--- src/include/csh_pkg.sv ---
// Purpose: shared constants and types for the configuration status handshake
// Assumes: 200 MHz reference clock
// Notes:   mode-select encodings and default counts live here
package csh_pkg;

    // reference clock cycles spent clearing configuration memory
    localparam int CLEAR_CYCLES_DEF = 64;
    // reference cycles per half period of the generated config clock
    localparam int CLK_HALF_DEF = 4;

    // mode-select pin encodings
    localparam logic [2:0] MODE_MASTER_SERIAL   = 3'h0;
    localparam logic [2:0] MODE_SERIAL_FLASH    = 3'h1;
    localparam logic [2:0] MODE_PARALLEL_FLASH  = 3'h2;
    localparam logic [2:0] MODE_MASTER_PARALLEL = 3'h4;
    localparam logic [2:0] MODE_TEST_PORT       = 3'h5;
    localparam logic [2:0] MODE_SLAVE_PARALLEL  = 3'h6;
    localparam logic [2:0] MODE_SLAVE_SERIAL    = 3'h7;

    // synchroniser value after reset: restart asserted, init line low
    localparam logic [1:0] SYNC_RESET_VAL = 2'h0;

    typedef enum logic [2:0]
    {
        ST_RESET,
        ST_CLEAR,
        ST_WAIT_INIT,
        ST_LOAD,
        ST_DONE,
        ST_ERROR
    } csh_state_type;

    // true for modes in which the device sources the config clock
    function automatic logic is_master(input logic [2:0] mode);
        is_master = (mode == MODE_MASTER_SERIAL) || (mode == MODE_SERIAL_FLASH)
                 || (mode == MODE_PARALLEL_FLASH) || (mode == MODE_MASTER_PARALLEL);
    endfunction

endpackage

--- src/hdl/csh_sync.sv ---
// Purpose: two-flop synchroniser for external status pins
// Assumes: one clock, synchronous active-low reset
// Notes:   first stage feeds only the second stage
`timescale 1ns/1ps
module csh_sync #(
    parameter int         WIDTH     = 2,
    parameter logic [1:0] RESET_VAL = csh_pkg::SYNC_RESET_VAL
)(
    // clock and reset
    input  wire logic             i_ref_clk,
    input  wire logic             i_rst_n,
    input  wire logic             i_clk_en,
    // pins in, synchronised levels out
    input  wire logic [WIDTH-1:0] i_async,
    output logic      [WIDTH-1:0] o_sync
);

    typedef struct packed {
        logic [WIDTH-1:0] stage1;
        logic [WIDTH-1:0] stage2;
    } csh_sync_type;

    csh_sync_type r;
    csh_sync_type next_r;

    generate
        if (WIDTH < 1)
        begin : g_bad_width
            $error("csh_sync: width must be at least one");
        end
    endgenerate

    always_comb
    begin
        next_r = r;
        if (i_clk_en)
        begin
            next_r.stage1 = i_async;
            next_r.stage2 = r.stage1;
        end
    end

    always_ff @(posedge i_ref_clk)
    begin
        if (!i_rst_n)
        begin
            r.stage1 <= WIDTH'(RESET_VAL);
            r.stage2 <= WIDTH'(RESET_VAL);
        end
        else
        begin
            r <= next_r;
        end
    end

    assign o_sync = r.stage2;

endmodule

--- src/hdl/csh_config_status.sv ---
// Purpose: init, done and config clock handshake of the configuration loader
// Assumes: 200 MHz i_ref_clk, synchronous active-low reset, open-drain pads outside
// Notes:   steps advance on the config clock, generated or received
//
// Functional notes
// - init driven low in reset, clear, error
// - release init after memory clear finishes
// - hold in wait while init held low
// - init high proceeds, mode from pins
// - optionally flag error on init after done
// - release done line when sequence completes
// - master modes drive config clock out
// - every step advances on config clock
// - restart low resets, rising edge restarts
`timescale 1ns/1ps
module csh_config_status #(
    parameter int CLEAR_CYCLES = csh_pkg::CLEAR_CYCLES_DEF,
    parameter int CLK_HALF     = csh_pkg::CLK_HALF_DEF
)(
    // clock, reset, enable
    input  wire logic       i_ref_clk,
    input  wire logic       i_rst_n,
    input  wire logic       i_clk_en,
    // external status pins
    input  wire logic       i_restart_n,
    input  wire logic       i_init_in,
    input  wire logic [2:0] i_mode,
    input  wire logic       i_config_clock_in,
    // loader side
    input  wire logic       i_load_done,
    input  wire logic       i_cfg_error,
    input  wire logic       i_err_report_en,
    // open-drain init line
    output logic            o_init_out,
    output logic            o_init_oe,
    // open-drain done line
    output logic            o_done_out,
    output logic            o_done_oe,
    // config clock pin
    output logic            o_config_clock_out,
    output logic            o_config_clock_oe,
    // status
    output logic            o_step,
    output logic [2:0]      o_mode
);

    ////////////////////////////////////////////////////////////////////////////////
    localparam int CNT_W = $clog2(CLEAR_CYCLES + 1);
    localparam int DIV_W = $clog2(CLK_HALF + 1);

    generate
        if (CLEAR_CYCLES < 1 || CLK_HALF < 1)
        begin : g_bad_param
            $error("csh_config_status: counts must be at least one");
        end
    endgenerate

    typedef struct packed {
        csh_pkg::csh_state_type st;
        logic [CNT_W-1:0]       cnt;
        logic [DIV_W-1:0]       div;
        logic                   config_clock;
        logic                   config_clock_oe;
        logic                   cin_q;
        logic                   init_drive;
        logic                   done_drive;
        logic                   step;
        logic [2:0]             mode;
    } csh_regs_type;

    csh_regs_type r;
    csh_regs_type next_r;
    logic [1:0]   sync_out;
    logic         restart_s;
    logic         init_s;
    logic         tick;
    logic         master_rise;
    logic         slave_rise;

    ////////////////////////////////////////////////////////////////////////////////
    // pins from the board are not related to our clock
    csh_sync #(
        .WIDTH     (2),
        .RESET_VAL (csh_pkg::SYNC_RESET_VAL)
    ) u_sync (
        .i_ref_clk (i_ref_clk),
        .i_rst_n   (i_rst_n),
        .i_clk_en  (i_clk_en),
        .i_async   ({i_restart_n, i_init_in}),
        .o_sync    (sync_out)
    );

    assign restart_s = sync_out[1];
    assign init_s    = sync_out[0];

    ////////////////////////////////////////////////////////////////////////////////
    // config clock: own divider in master modes, sampled pin otherwise
    assign master_rise = r.config_clock_oe && !r.config_clock && (r.div == DIV_W'(CLK_HALF - 1));
    assign slave_rise  = i_config_clock_in && !r.cin_q;
    assign tick        = csh_pkg::is_master(r.mode) ? master_rise : slave_rise;

    always_comb
    begin
        next_r = r;
        if (i_clk_en)
        begin
            next_r.step  = 1'b0;
            next_r.cin_q = i_config_clock_in;
            if (r.config_clock_oe)
            begin
                if (r.div == DIV_W'(CLK_HALF - 1))
                begin
                    next_r.div  = '0;
                    next_r.config_clock = ~r.config_clock;
                end
                else
                begin
                    next_r.div = r.div + DIV_W'(1);
                end
            end
            unique case (r.st)
                csh_pkg::ST_RESET:
                begin
                    // rising edge of restart starts a new sequence
                    if (restart_s)
                    begin
                        next_r.st  = csh_pkg::ST_CLEAR;
                        next_r.cnt = '0;
                    end
                end
                csh_pkg::ST_CLEAR:
                begin
                    if (r.cnt == CNT_W'(CLEAR_CYCLES - 1))
                    begin
                        next_r.st         = csh_pkg::ST_WAIT_INIT;
                        next_r.init_drive = 1'b0;
                    end
                    else
                    begin
                        next_r.cnt = r.cnt + CNT_W'(1);
                    end
                end
                csh_pkg::ST_WAIT_INIT:
                begin
                    // a partner holding init low stalls us here
                    if (init_s)
                    begin
                        next_r.st      = csh_pkg::ST_LOAD;
                        next_r.mode    = i_mode;
                        next_r.config_clock_oe = csh_pkg::is_master(i_mode);
                        next_r.div     = '0;
                        next_r.config_clock    = 1'b0;
                    end
                end
                csh_pkg::ST_LOAD:
                begin
                    if (tick)
                    begin
                        next_r.step = 1'b1;
                        if (i_cfg_error)
                        begin
                            next_r.st         = csh_pkg::ST_ERROR;
                            next_r.init_drive = 1'b1;
                        end
                        else if (i_load_done)
                        begin
                            next_r.st         = csh_pkg::ST_DONE;
                            next_r.done_drive = 1'b0;
                        end
                    end
                end
                csh_pkg::ST_DONE:
                begin
                    // sticky until restart; software may leave reporting off
                    if (i_err_report_en && i_cfg_error)
                    begin
                        next_r.init_drive = 1'b1;
                    end
                end
                csh_pkg::ST_ERROR:
                begin
                    next_r.init_drive = 1'b1;
                end
                default:
                begin
                    next_r.st = csh_pkg::ST_RESET;
                end
            endcase
            // restart low wins over everything, held until it rises
            if (!restart_s)
            begin
                next_r.st         = csh_pkg::ST_RESET;
                next_r.init_drive = 1'b1;
                next_r.done_drive = 1'b1;
                next_r.config_clock_oe    = 1'b0;
                next_r.config_clock       = 1'b0;
                next_r.step       = 1'b0;
            end
        end
    end

    always_ff @(posedge i_ref_clk)
    begin
        if (!i_rst_n)
        begin
            r.st         <= csh_pkg::ST_RESET;
            r.cnt        <= '0;
            r.div        <= '0;
            r.config_clock       <= 1'b0;
            r.config_clock_oe    <= 1'b0;
            r.cin_q      <= 1'b0;
            r.init_drive <= 1'b1;
            r.done_drive <= 1'b1;
            r.step       <= 1'b0;
            r.mode       <= csh_pkg::MODE_SLAVE_SERIAL;
        end
        else
        begin
            r <= next_r;
        end
    end

    // open-drain lines only ever pull low
    assign o_init_out         = 1'b0;
    assign o_init_oe          = r.init_drive;
    assign o_done_out         = 1'b0;
    assign o_done_oe          = r.done_drive;
    assign o_config_clock_out = r.config_clock;
    assign o_config_clock_oe  = r.config_clock_oe;
    assign o_step             = r.step;
    assign o_mode             = r.mode;
endmodule

--- config.mk ---
export PLATFORM = sky130hd
export DESIGN_NAME = csh_config_status
export DESIGN_NICKNAME = d
export VERILOG_FILES = /design/src/include/csh_pkg.sv /design/src/hdl/csh_sync.sv /design/src/hdl/csh_config_status.sv
export SDC_FILE = /design/constraint.sdc
export NUM_CORES = 1
export LEC_CHECK = 0
export BUFFER_PORTS_ARGS = -buffer_cell sky130_fd_sc_hd__buf_2
export CORE_MARGIN = 5
export CORE_UTILIZATION = 55
export DETAILED_ROUTE_END_ITERATION = 7
export MAX_ROUTING_LAYER = met4
export PLACE_DENSITY = 0.88
export SYNTH_ARGS = -nofsm -noshare
export SYNTH_HDL_FRONTEND = slang
export SYNTH_SLANG_ARGS = --single-unit
--- constraint.sdc ---
create_clock -name i_ref_clk -period 2.2 [get_ports i_ref_clk]
set_clock_uncertainty 0.15 [all_clocks]
set_input_delay 0.11 -clock i_ref_clk [delete_from_list [all_inputs] [get_ports i_ref_clk]]
set_output_delay 0.11 -clock i_ref_clk [all_outputs]
set_load 0.1 [all_outputs]
-- Yosys cells after proc, flatten, opt, wreduce, memory -nomap -nowiden
Cells that the tools add are included.
- flip-flop bits (word level): 26
- bits in latches: 0
- RAM bits: 0
- ROM bits: 0
- bits of input ports: 12
- output and inout bits: 10
- logic and storage cells: 93
- memories: 0
- add/subtract/negate cells: 2
- $mul: 0
- divide/modulo/power cells: 0
- magnitude comparators: 0
- eq/ne operators: 29
- shift operators: 0
- muxes and demuxes: 26
- bitwise gates (word level): 1
- reduce and logical (&&, ||, !) cells: 23
- operators by type and width (operator ; count):
    2-to-1 mux 3 bit ; 9
    != test 2 bit, second input constant ; 8
    equality test 3 x 2 -> 1 bit, second input constant ; 5
    != test 3 bit, second input constant ; 5
    one-hot mux 3 bit (5 select lines) ; 1
    one-hot mux 7 bit (2 select lines) ; 1
    equality test 3 bit, second input constant ; 4
    AND reduction 6 bit ; 2
    2-to-1 mux 10 bit ; 1
    2-to-1 mux 5 bit ; 2
    equality test 3 x 1 -> 1 bit, second input constant ; 3
    zero test 3 bit ; 3
    adder 7 x 1 -> 7 bit, second input constant ; 1
    equality test 7 x 6 -> 1 bit, second input constant ; 1
    2-to-1 mux 1 bit ; 7
    2-to-1 mux 7 bit ; 1
    logical OR 1 bit ; 6
    AND reduction 3 bit ; 2
    != test 5 bit, second input constant ; 1
    AND reduction 5 bit ; 1
    logical AND 1 bit ; 4
    2-to-1 mux 2 bit ; 2
    2-to-1 mux 4 bit ; 1
    != test 4 bit, second input constant ; 1
    other kinds (8) ; 9

-- Depth between registers and ports, before layout
Gate-level depths: netlist of the first run.
- depth in word-level cells: 8
- depth in mapped cells: 6
- gate-level depth less buffers: 6

-- By module
From an unflattened synthesis of the first run, not the netlist that was laid out.
- cells, all modules: 166
- area total of the unflattened synthesis: 1385.1 µm²
- modules (own cells, without submodules) (module ; instances ; cells each ; area each (µm²) ; seq. area each (µm²)):
    csh_config_status ; 1 ; 151 ; 1213.7 ; 440.4
    csh_sync ; 1 ; 15 ; 171.4 ; 80.1

-- Least setup slack after synthesis of the first run
Ideal clock, no wire load.
- path type: register -> register
- from: reg r, in the netlist o_config_clock_oe
- to: reg r, in the netlist o_init_oe
- library setup time: 121 ps
- data arrival time: 2019 ps
- required time: 1929 ps
- setup slack: -90 ps
- stages on the path, launching flop included: 6
- buffers on the path: 0
- clock period less this slack: 2290 ps
- cells stage by stage: dfxtp_1 -> nand4bb_1 -> mux2i_1 -> o21ai_1 -> a31oi_1 -> mux2_2
- cells in the longest elaborated chain, start to end: 5
- RTL lines (item ; RTL line ; RTL):
    start: declaration ; csh_config_status.sv:71 ; csh_regs_type r;
    start signal: assignment ; csh_config_status.sv:219 ; r <= next_r;
    logical AND 1 bit (2 in series) ; csh_config_status.sv:98 ; assign master_rise = r.config_clock_oe && !r.config_clock && (r.div == DIV_W'(CLK_HALF - 1));
    2-to-1 mux 1 bit ; csh_config_status.sv:100 ; assign tick = csh_pkg::is_master(r.mode) ? master_rise : slave_rise;
    != test 3 bit (no line) ; - ;
    AND reduction 6 bit (no line) ; - ;
Every way passes these cells.
A chain may end at the register's enable or synchronous reset.

-- Worst setup path in the final report of the first run
- from: reg r[21] (netlist name)
- to: reg r, in the netlist o_mode[1]
- cells in the longest elaborated chain, start to end: 2
- RTL lines (item ; RTL line ; RTL):
    equality test 3 x 2 -> 1 bit ; csh_config_status.sv:121 ; unique case (r.st)
    AND reduction 3 bit (no line) ; - ;
Every way passes these cells.

==> impl_results.md, run 1 <==
- DP HPWL: between 2000 and 2500 µm
- Detail Route Antenna Nets: 0
- Worst Path Required: between 2000 and 2500 ps
- Synth async-reset ratio: 0%
- Layout cells sized above 1: around a fifth
- Final hold vios: 0
- Row count: 18
- TritonCTS clock tree: yes
- Total Power: about 0.8 mW
- Power per cell area: 492 nW/µm²
- Min Tclk post-route: roughly 2000 ps
- Crit Path Max Fanout: 8
- Root buf cell: clkbuf_4
- Die ar.: about 3700 µm²
- Worst setup path end: o_mode[1]$_SDFFE_PN1P_
- Via density: ~5.7
- Die height: 60.5 µm
- Seq/Total Area, Yosys: 37.0%
- Via count: 1256
- Synth top area share: roughly 37%
- Initial drt markers: between 50 and 60
- Reg-to-Reg End: o_mode[1]$_SDFFE_PN1P_
- WL/cell: between 10 and 15 µm
- Peak VDD IR: 0.390 mV
- Min-delay worst type: primary input to flop
- Initial antenna violation count: 0
- Fmax: approximately 490 MHz
- CP startpoint: r[21]$_SDFFE_PN0P_
- # diodes: 0
- Core area: about 2500 µm²
- Clock Sinks: 26
- DP Worst Slack: ~260 ps
- Post-Syn Area: 1410 µm²
- Gr usage total: a little under a fifth
- Remaining Overflow, GRT: 0
- Crit path DAT: 2110 ps
- Final WL: ~3000 µm
- Crit Path Category: flop to flop
- Largest net degree at the start of global routing: 24
- Setup bufs post-CTS: 0
- FF-to-FF setup slack: between 150 and 200 ps
- # nets final: approximately 200
- Initial core utilization: a little under three fifths
- R2r startpoint: r[21]$_SDFFE_PN0P_
- # port buffers: 19
- Unrepaired setup endpoints after global routing: false
- Final Cycle Share: 93.0%
- Setup TNS: 0 ps
- Final WS setup: approximately 150 ps
- First-pass GRT wire length: around 5000 µm
- # DRC: 0
- Vias in the first global route: ~1200
- Top_reg_cell synth: dfxtp_1
- Boundary Pins: 22
- # Max-Cap Violations: 0
- P_leak: just over 0.6 nW
- Cts bufs inserted: 3
- Top cells by area, synth: dfxtp_1 (37%), mux2i_1 (7.8%), nand2_1 (4.3%), nor2b_1 (3.6%), buf_4 (3.2%)
- Placer congestion estimate: 0.877
- Status: finished clean
- Most common cell after layout, fill and taps aside: dfxtp_1
- Area delta synth->final: 16.4%
- Yosys Warn Count: 0
- EDFF count, synth: 0
- Final max-slew violation count: 0
- DR pass1 iterations: 4
- Top cell type by total area after synthesis: dfxtp_1
- Synthesis-stage register bit count: 26
- Synth unique cells: 47
- Clk Latency, worst-skew pair: approximately 310 ps
- Setup crit end kind: flop
- Clk buf depth: 2
- Commonest cells after routing, fill and taps aside: dfxtp_1 (24), buf_2 (19), nand2_1 (16), nor2_1 (12)
- Average cell area after synthesis: 8.62 µm²
- R2r worst-path depth: 6
- Die W: 60.5 µm
- Final setup viols: 0
- Clock-pin slew on the worst setup and hold paths: between 100 and 150 ps
- Synthesized instance count: approximately 160
- H-tree levels: 1
- Crit path launch type: flop
-- critical path, stage by stage, from the launching register on --
cell and delay, ps:
dfxtp_1 410, nand2b_4 190, nor3_1 190, buf_4 180, mux2i_1 190, nand2_1 70, dlygate4sd3_1 570
-- power by group --
part / internal (mW) / total [mW] / switching, mW
combinational: 0.0367 / 0.0906 / 0.0540
clock: 0.101 / 0.231 / 0.130
sequential: 0.477 / 0.482 / 0.00583
total: 0.614 / 0.804 / 0.190
-- how the worst min path moves through the flow --
stage / depth (start not counted) / startpoint / end
after floorplan: 2 / i_mode[0] / o_mode[0]$_SDFFE_PN1P_
after global placement: 3 / i_mode[0] / o_mode[0]$_SDFFE_PN1P_
after detailed placement: 3 / i_mode[0] / o_mode[0]$_SDFFE_PN1P_
after CTS: 2 / i_rst_n / o_done_oe$_SDFFE_PN1P_
after global routing: 2 / i_rst_n / o_done_oe$_SDFFE_PN1P_
final: 2 / i_rst_n / o_done_oe$_SDFFE_PN1P_
-- cells in the mapped netlist (3+ instances only) --
| cell type | n |
|---|---|
| nor3_1 | 5 |
| inv_1 | 3 |
| clkbuf_1 | 3 |
| nand2_1 | 16 |
| buf_4 | 6 |
| o21ai_0 | 5 |
| nand3_1 | 8 |
| a21boi_0 | 3 |
| dfxtp_1 | 26 |
| nor2_1 | 12 |
| nor2b_1 | 8 |
| mux2i_1 | 11 |
| nand2b_1 | 5 |
| a21oi_1 | 6 |
| xnor2_1 | 3 |
-- per-layer routing --
| layer | GRT usage [%] | wire length, µm | up-vias |
|---|---|---|---|
| li1 | - | - | 621 |
| met1 | 22.0 | 1290 | 587 |
| met2 | 30.9 | 1430 | 44 |
| met3 | 3.19 | 178 | 4 |
| met4 | 5.57 | 25 | 0 |
| met5 | - | 0 | - |
-- through the flow --
step | area [µm²] | cells | utilization [%] | hold slack, ps
2_1_floorplan | 1410 | 164 | - | 88.5
3_3_place_gp | 1490 | 204 | 60.6 | 193
3_5_place_dp | 1490 | 204 | 60.6 | 214
4_1_cts | 1630 | 219 | 66.6 | 2.22
5_1_grt | 1640 | 219 | 66.6 | 15.8
6_report | 1640 | 219 | 66.6 | 17.7
-- state kept, by name (all words and copies together) (netlist names) --
register	cells
o_step	1
o_done_oe	1
o_config_clock_oe	1
u_sync.r	2
o_mode	3
r	14
o_init_oe	1
o_config_clock_out	1
u_sync.o_sync	2
-- timing repair --
action,in CTS,in global routing
hold buffers,11,0
endpoints found under the hold margin,7,0
gates resized for setup,0,1
setup endpoints to repair,0,3
-- cell families (layout without fill, tap and decap cells) --
logic type	Yosys count	after routing	share of synthesized area, %
other	1	2	0.267
adders and majority gates	3	3	2.58
DFF	26	26	37.0
buffers and inverters	15	40	6.32
AOI/OAI and AO/OA	26	26	11.9
xor gates and xnor gates	5	5	3.12
and+or+nand+nor	75	75	30.1
muxes	12	12	8.64
-- area by class of cell --
cell class	count	area [µm²]
Multi-Input combinational cell	123	800
Sequential cell	26	523
Inverter	3	11.3
Timing Repair Buffer	33	228
Clock buffer	4	36.3
Tap cell	30	37.5
Fill cell	198	820
Power figures use the tool's default switching activity.
==> run 2: changes to the inputs <==
--- a/config.mk
+++ b/config.mk
@@ -13,4 +13,5 @@
 export PLACE_DENSITY = 0.88
 export SYNTH_ARGS = -nofsm -noshare
 export SYNTH_HDL_FRONTEND = slang
+export SYNTH_HIERARCHICAL = 1
 export SYNTH_SLANG_ARGS = --single-unit
==> run 2 against run 1 <==
Effect of this change: fmax decreased by 0.22%; setup slack got worse by 4.4 ps; critical path type unchanged; global-route usage increased by 1.2 points; sequential cell count unchanged; sequential share of layout area increased by 0.30 points; hold slack improved by 190 ps; highest routed layer unchanged.
==> impl_results.md, run 2 <==
- Status: finished clean
- Actual transition at the worst max-transition pin: about 780 ps
- Commonest cells in the netlist: dfxtp_1 (26), nand2_1 (17), nand3_1 (16)
- Post-Syn Area: 1390 µm²
- Die height: ~60 µm
- Area of the multi-input gates: 768 µm²
- Via count: around 1300
- Synth unique cells: 44
- Max incr delay on CP: 580 ps
- Synth top area share: between 30% and 40%
- Critical Path Most Common Cell: nand2_1
- Worst Path Required: about 2300 ps
- Most common cell after layout, fill and taps aside: dfxtp_1
- R2r worst-path depth: 5
- Placed cell count: about 200
- Synthesized instance count: 166
- Boundary Pins: 22
- H-tree levels: 1
- WL/cell: 14.1 µm
- Total Power: 0.817 mW
- Crit path launch type: flop
- TritonCTS clock tree: yes
- # port buffers: 19
- Initial antenna violation count: 0
- Synth async-reset ratio: 0%
- DP Worst Slack: ~250 ps
- Commonest cells after routing, fill and taps aside: dfxtp_1 (24), buf_2 (19), nand2_1 (17), nand3_1 (16), nor2_1 (15)
- WHS Endpoint: o_init_oe$_SDFFE_PN1P_
- Seq/Total Area, Yosys: 37.6%
- DP HPWL: 2200 µm
- Peak VDD IR: about 0.42 mV
- Top_reg_cell synth: dfxtp_1
- # DRC: 0
- FILL cells: approximately 190
- Initial core utilization: 56.9%
- Area delta synth->final: 17.0%
- Slowest CP cell: dlygate4sd3_1
- Crit Path Max Fanout: 15
- Top cells by area, synth: dfxtp_1 (38%), nand3_1 (5.8%), nand2_1 (4.6%), mux2i_1 (4.3%), nor2_1 (4.1%)
- Vias in the first global route: roughly 1200
- Crit path cell chain: and4bb_2 -> nand2_1 -> nand2_1 -> nand3_1 -> dlygate4sd3_1
- Row count: 18
- # Max-Cap Violations: 0
- Final setup viols: 0
- Unrepaired setup endpoints after global routing: false
- Crit Path Category: flop to flop
- First-pass GRT wire length: around 5200 µm
- Most common cell in the synthesized netlist: dfxtp_1
- # diodes: 0
- Root buf cell: clkbuf_4
- Clk Latency, worst-skew pair: roughly 320 ps
- Yosys Warn Count: 6
- Rel. slew slack: 47.6%
- Layout cells sized above 1: roughly 18%
- Worst hold margin: roughly 210 ps
- Setup bufs post-CTS: 0
- Biggest register: r
- Clock Sinks: 26
- Largest net degree at the start of global routing: 19
- Detail Route Antenna Nets: 0
- Clock-pin slew on the worst setup and hold paths: around 140 ps
- Post-Layout Inst Area: 1620 µm²
- Fmax: 488 MHz
- Final WS setup: between 100 and 150 ps
- Setup crit end kind: flop
- Power per cell area: about 500 nW/µm²
- Final hold vios: 0
- FF-to-FF setup slack: between 100 and 150 ps
- Setup TNS: 0 ps
- P_leak: ~0.64 nW
- Hold Path Stages: 5
- Final WL: 3120 µm
- Seq. cell area: about 520 µm²
- Final std cells w/o fill: around 220
- Min-delay worst type: primary input to flop
- Min Tclk post-route: 2050 ps
- # nets final: ~210
- DR pass1 iterations: 4
- Initial drt markers: 61
- Average cell area after synthesis: ~8.3 µm²
- Remaining Overflow, GRT: 0
- EDFF count, synth: 0
- Clk buf depth: 2
- Synthesis-stage register bit count: 26
- Final Cycle Share: around 93%
- Die ar.: 3620 µm²
- R2r startpoint: r[19]$_SDFFE_PN0P_
- Placer congestion estimate: between 0.8 and 0.9
- Via density: roughly 5.8
- Critical hold path startpoint: i_err_report_en
- Post-DP Area: 1450 µm²
- Final max-slew violation count: 0
- Final Core Density: between 60 and 70%
- Crit path DAT: 2120 ps
- Die W: 60.2 µm
- Core area: between 2000 and 2500 µm²
- Max reg flops: 14
- Top cell type by total area after synthesis: dfxtp_1
- Cts bufs inserted: 3
- Reg-to-Reg End: o_mode[2]$_SDFFE_PN1P_
- Gr usage total: about 19%
==> run 2: worst max-delay path, delay by kind of cell (launching register included) <==
| kind | cells | cell delay, ps |
|---|---|---|
| and+or+nand+nor | 4 | 730 |
| DFF | 1 | 500 |
| buffers and inverters | 1 | 580 |
==> run 2: worst max-delay path by stage <==
| stage | slack, ps | end | cells after the start | startpoint |
|---|---|---|---|---|
| 3_3_place_gp | 340 | o_done_oe$_SDFFE_PN1P_ | 6 | r[9]$_SDFFE_PN0P_ |
| 2_1_floorplan | 50 | r[21]$_SDFFE_PN0P_ | 5 | o_config_clock_out$_SDFFE_PN0P_ |
| 3_5_place_dp | 250 | o_done_oe$_SDFFE_PN1P_ | 6 | r[9]$_SDFFE_PN0P_ |
| 4_1_cts | 50 | o_mode[0]$_SDFFE_PN1P_ | 5 | r[20]$_SDFFE_PN0P_ |
| 5_1_grt | 40 | o_mode[0]$_SDFFE_PN1P_ | 5 | r[19]$_SDFFE_PN0P_ |
| 6_report | 150 | o_mode[2]$_SDFFE_PN1P_ | 5 | r[19]$_SDFFE_PN0P_ |
==> run 2: routing by layer <==
metal / track usage (%) / part of all wire [%]
met1: 21.3 / 39
met2: 34.0 / 54
met3: 4.54 / 5.4
met4: 6.96 / 0.96
met5: - / 0
==> run 2: repair_timing <==
action	CTS	global route
hold buffers	13	0
endpoints found under the hold margin	7	0
endpoints found under the setup margin	0	4
resized for setup	0	2
==> run 2: cell families after synthesis <==
group	count (synthesis)	share of synthesized area (%)
fa+ha+maj	4	3.34
compound gates	25	11.7
buf+inv	18	7.68
other cells	1	0.271
xor+xnor	5	3.16
simple gates	80	31.2
flops	26	37.6
mux	7	5.15
==> run 2: cell type report <==
class	count	share of cell area, %
tap	30	2.32
multi-input combinational	123	47.4
clock buffer	4	2.24
timing repair buffer	34	14.8
inverter	4	0.927
sequential	26	32.3
==> run 2: power by group <==
part           internal (mW)  switching (mW)
sequential             0.476         0.00466
clock                  0.101           0.139
combinational         0.0372          0.0581
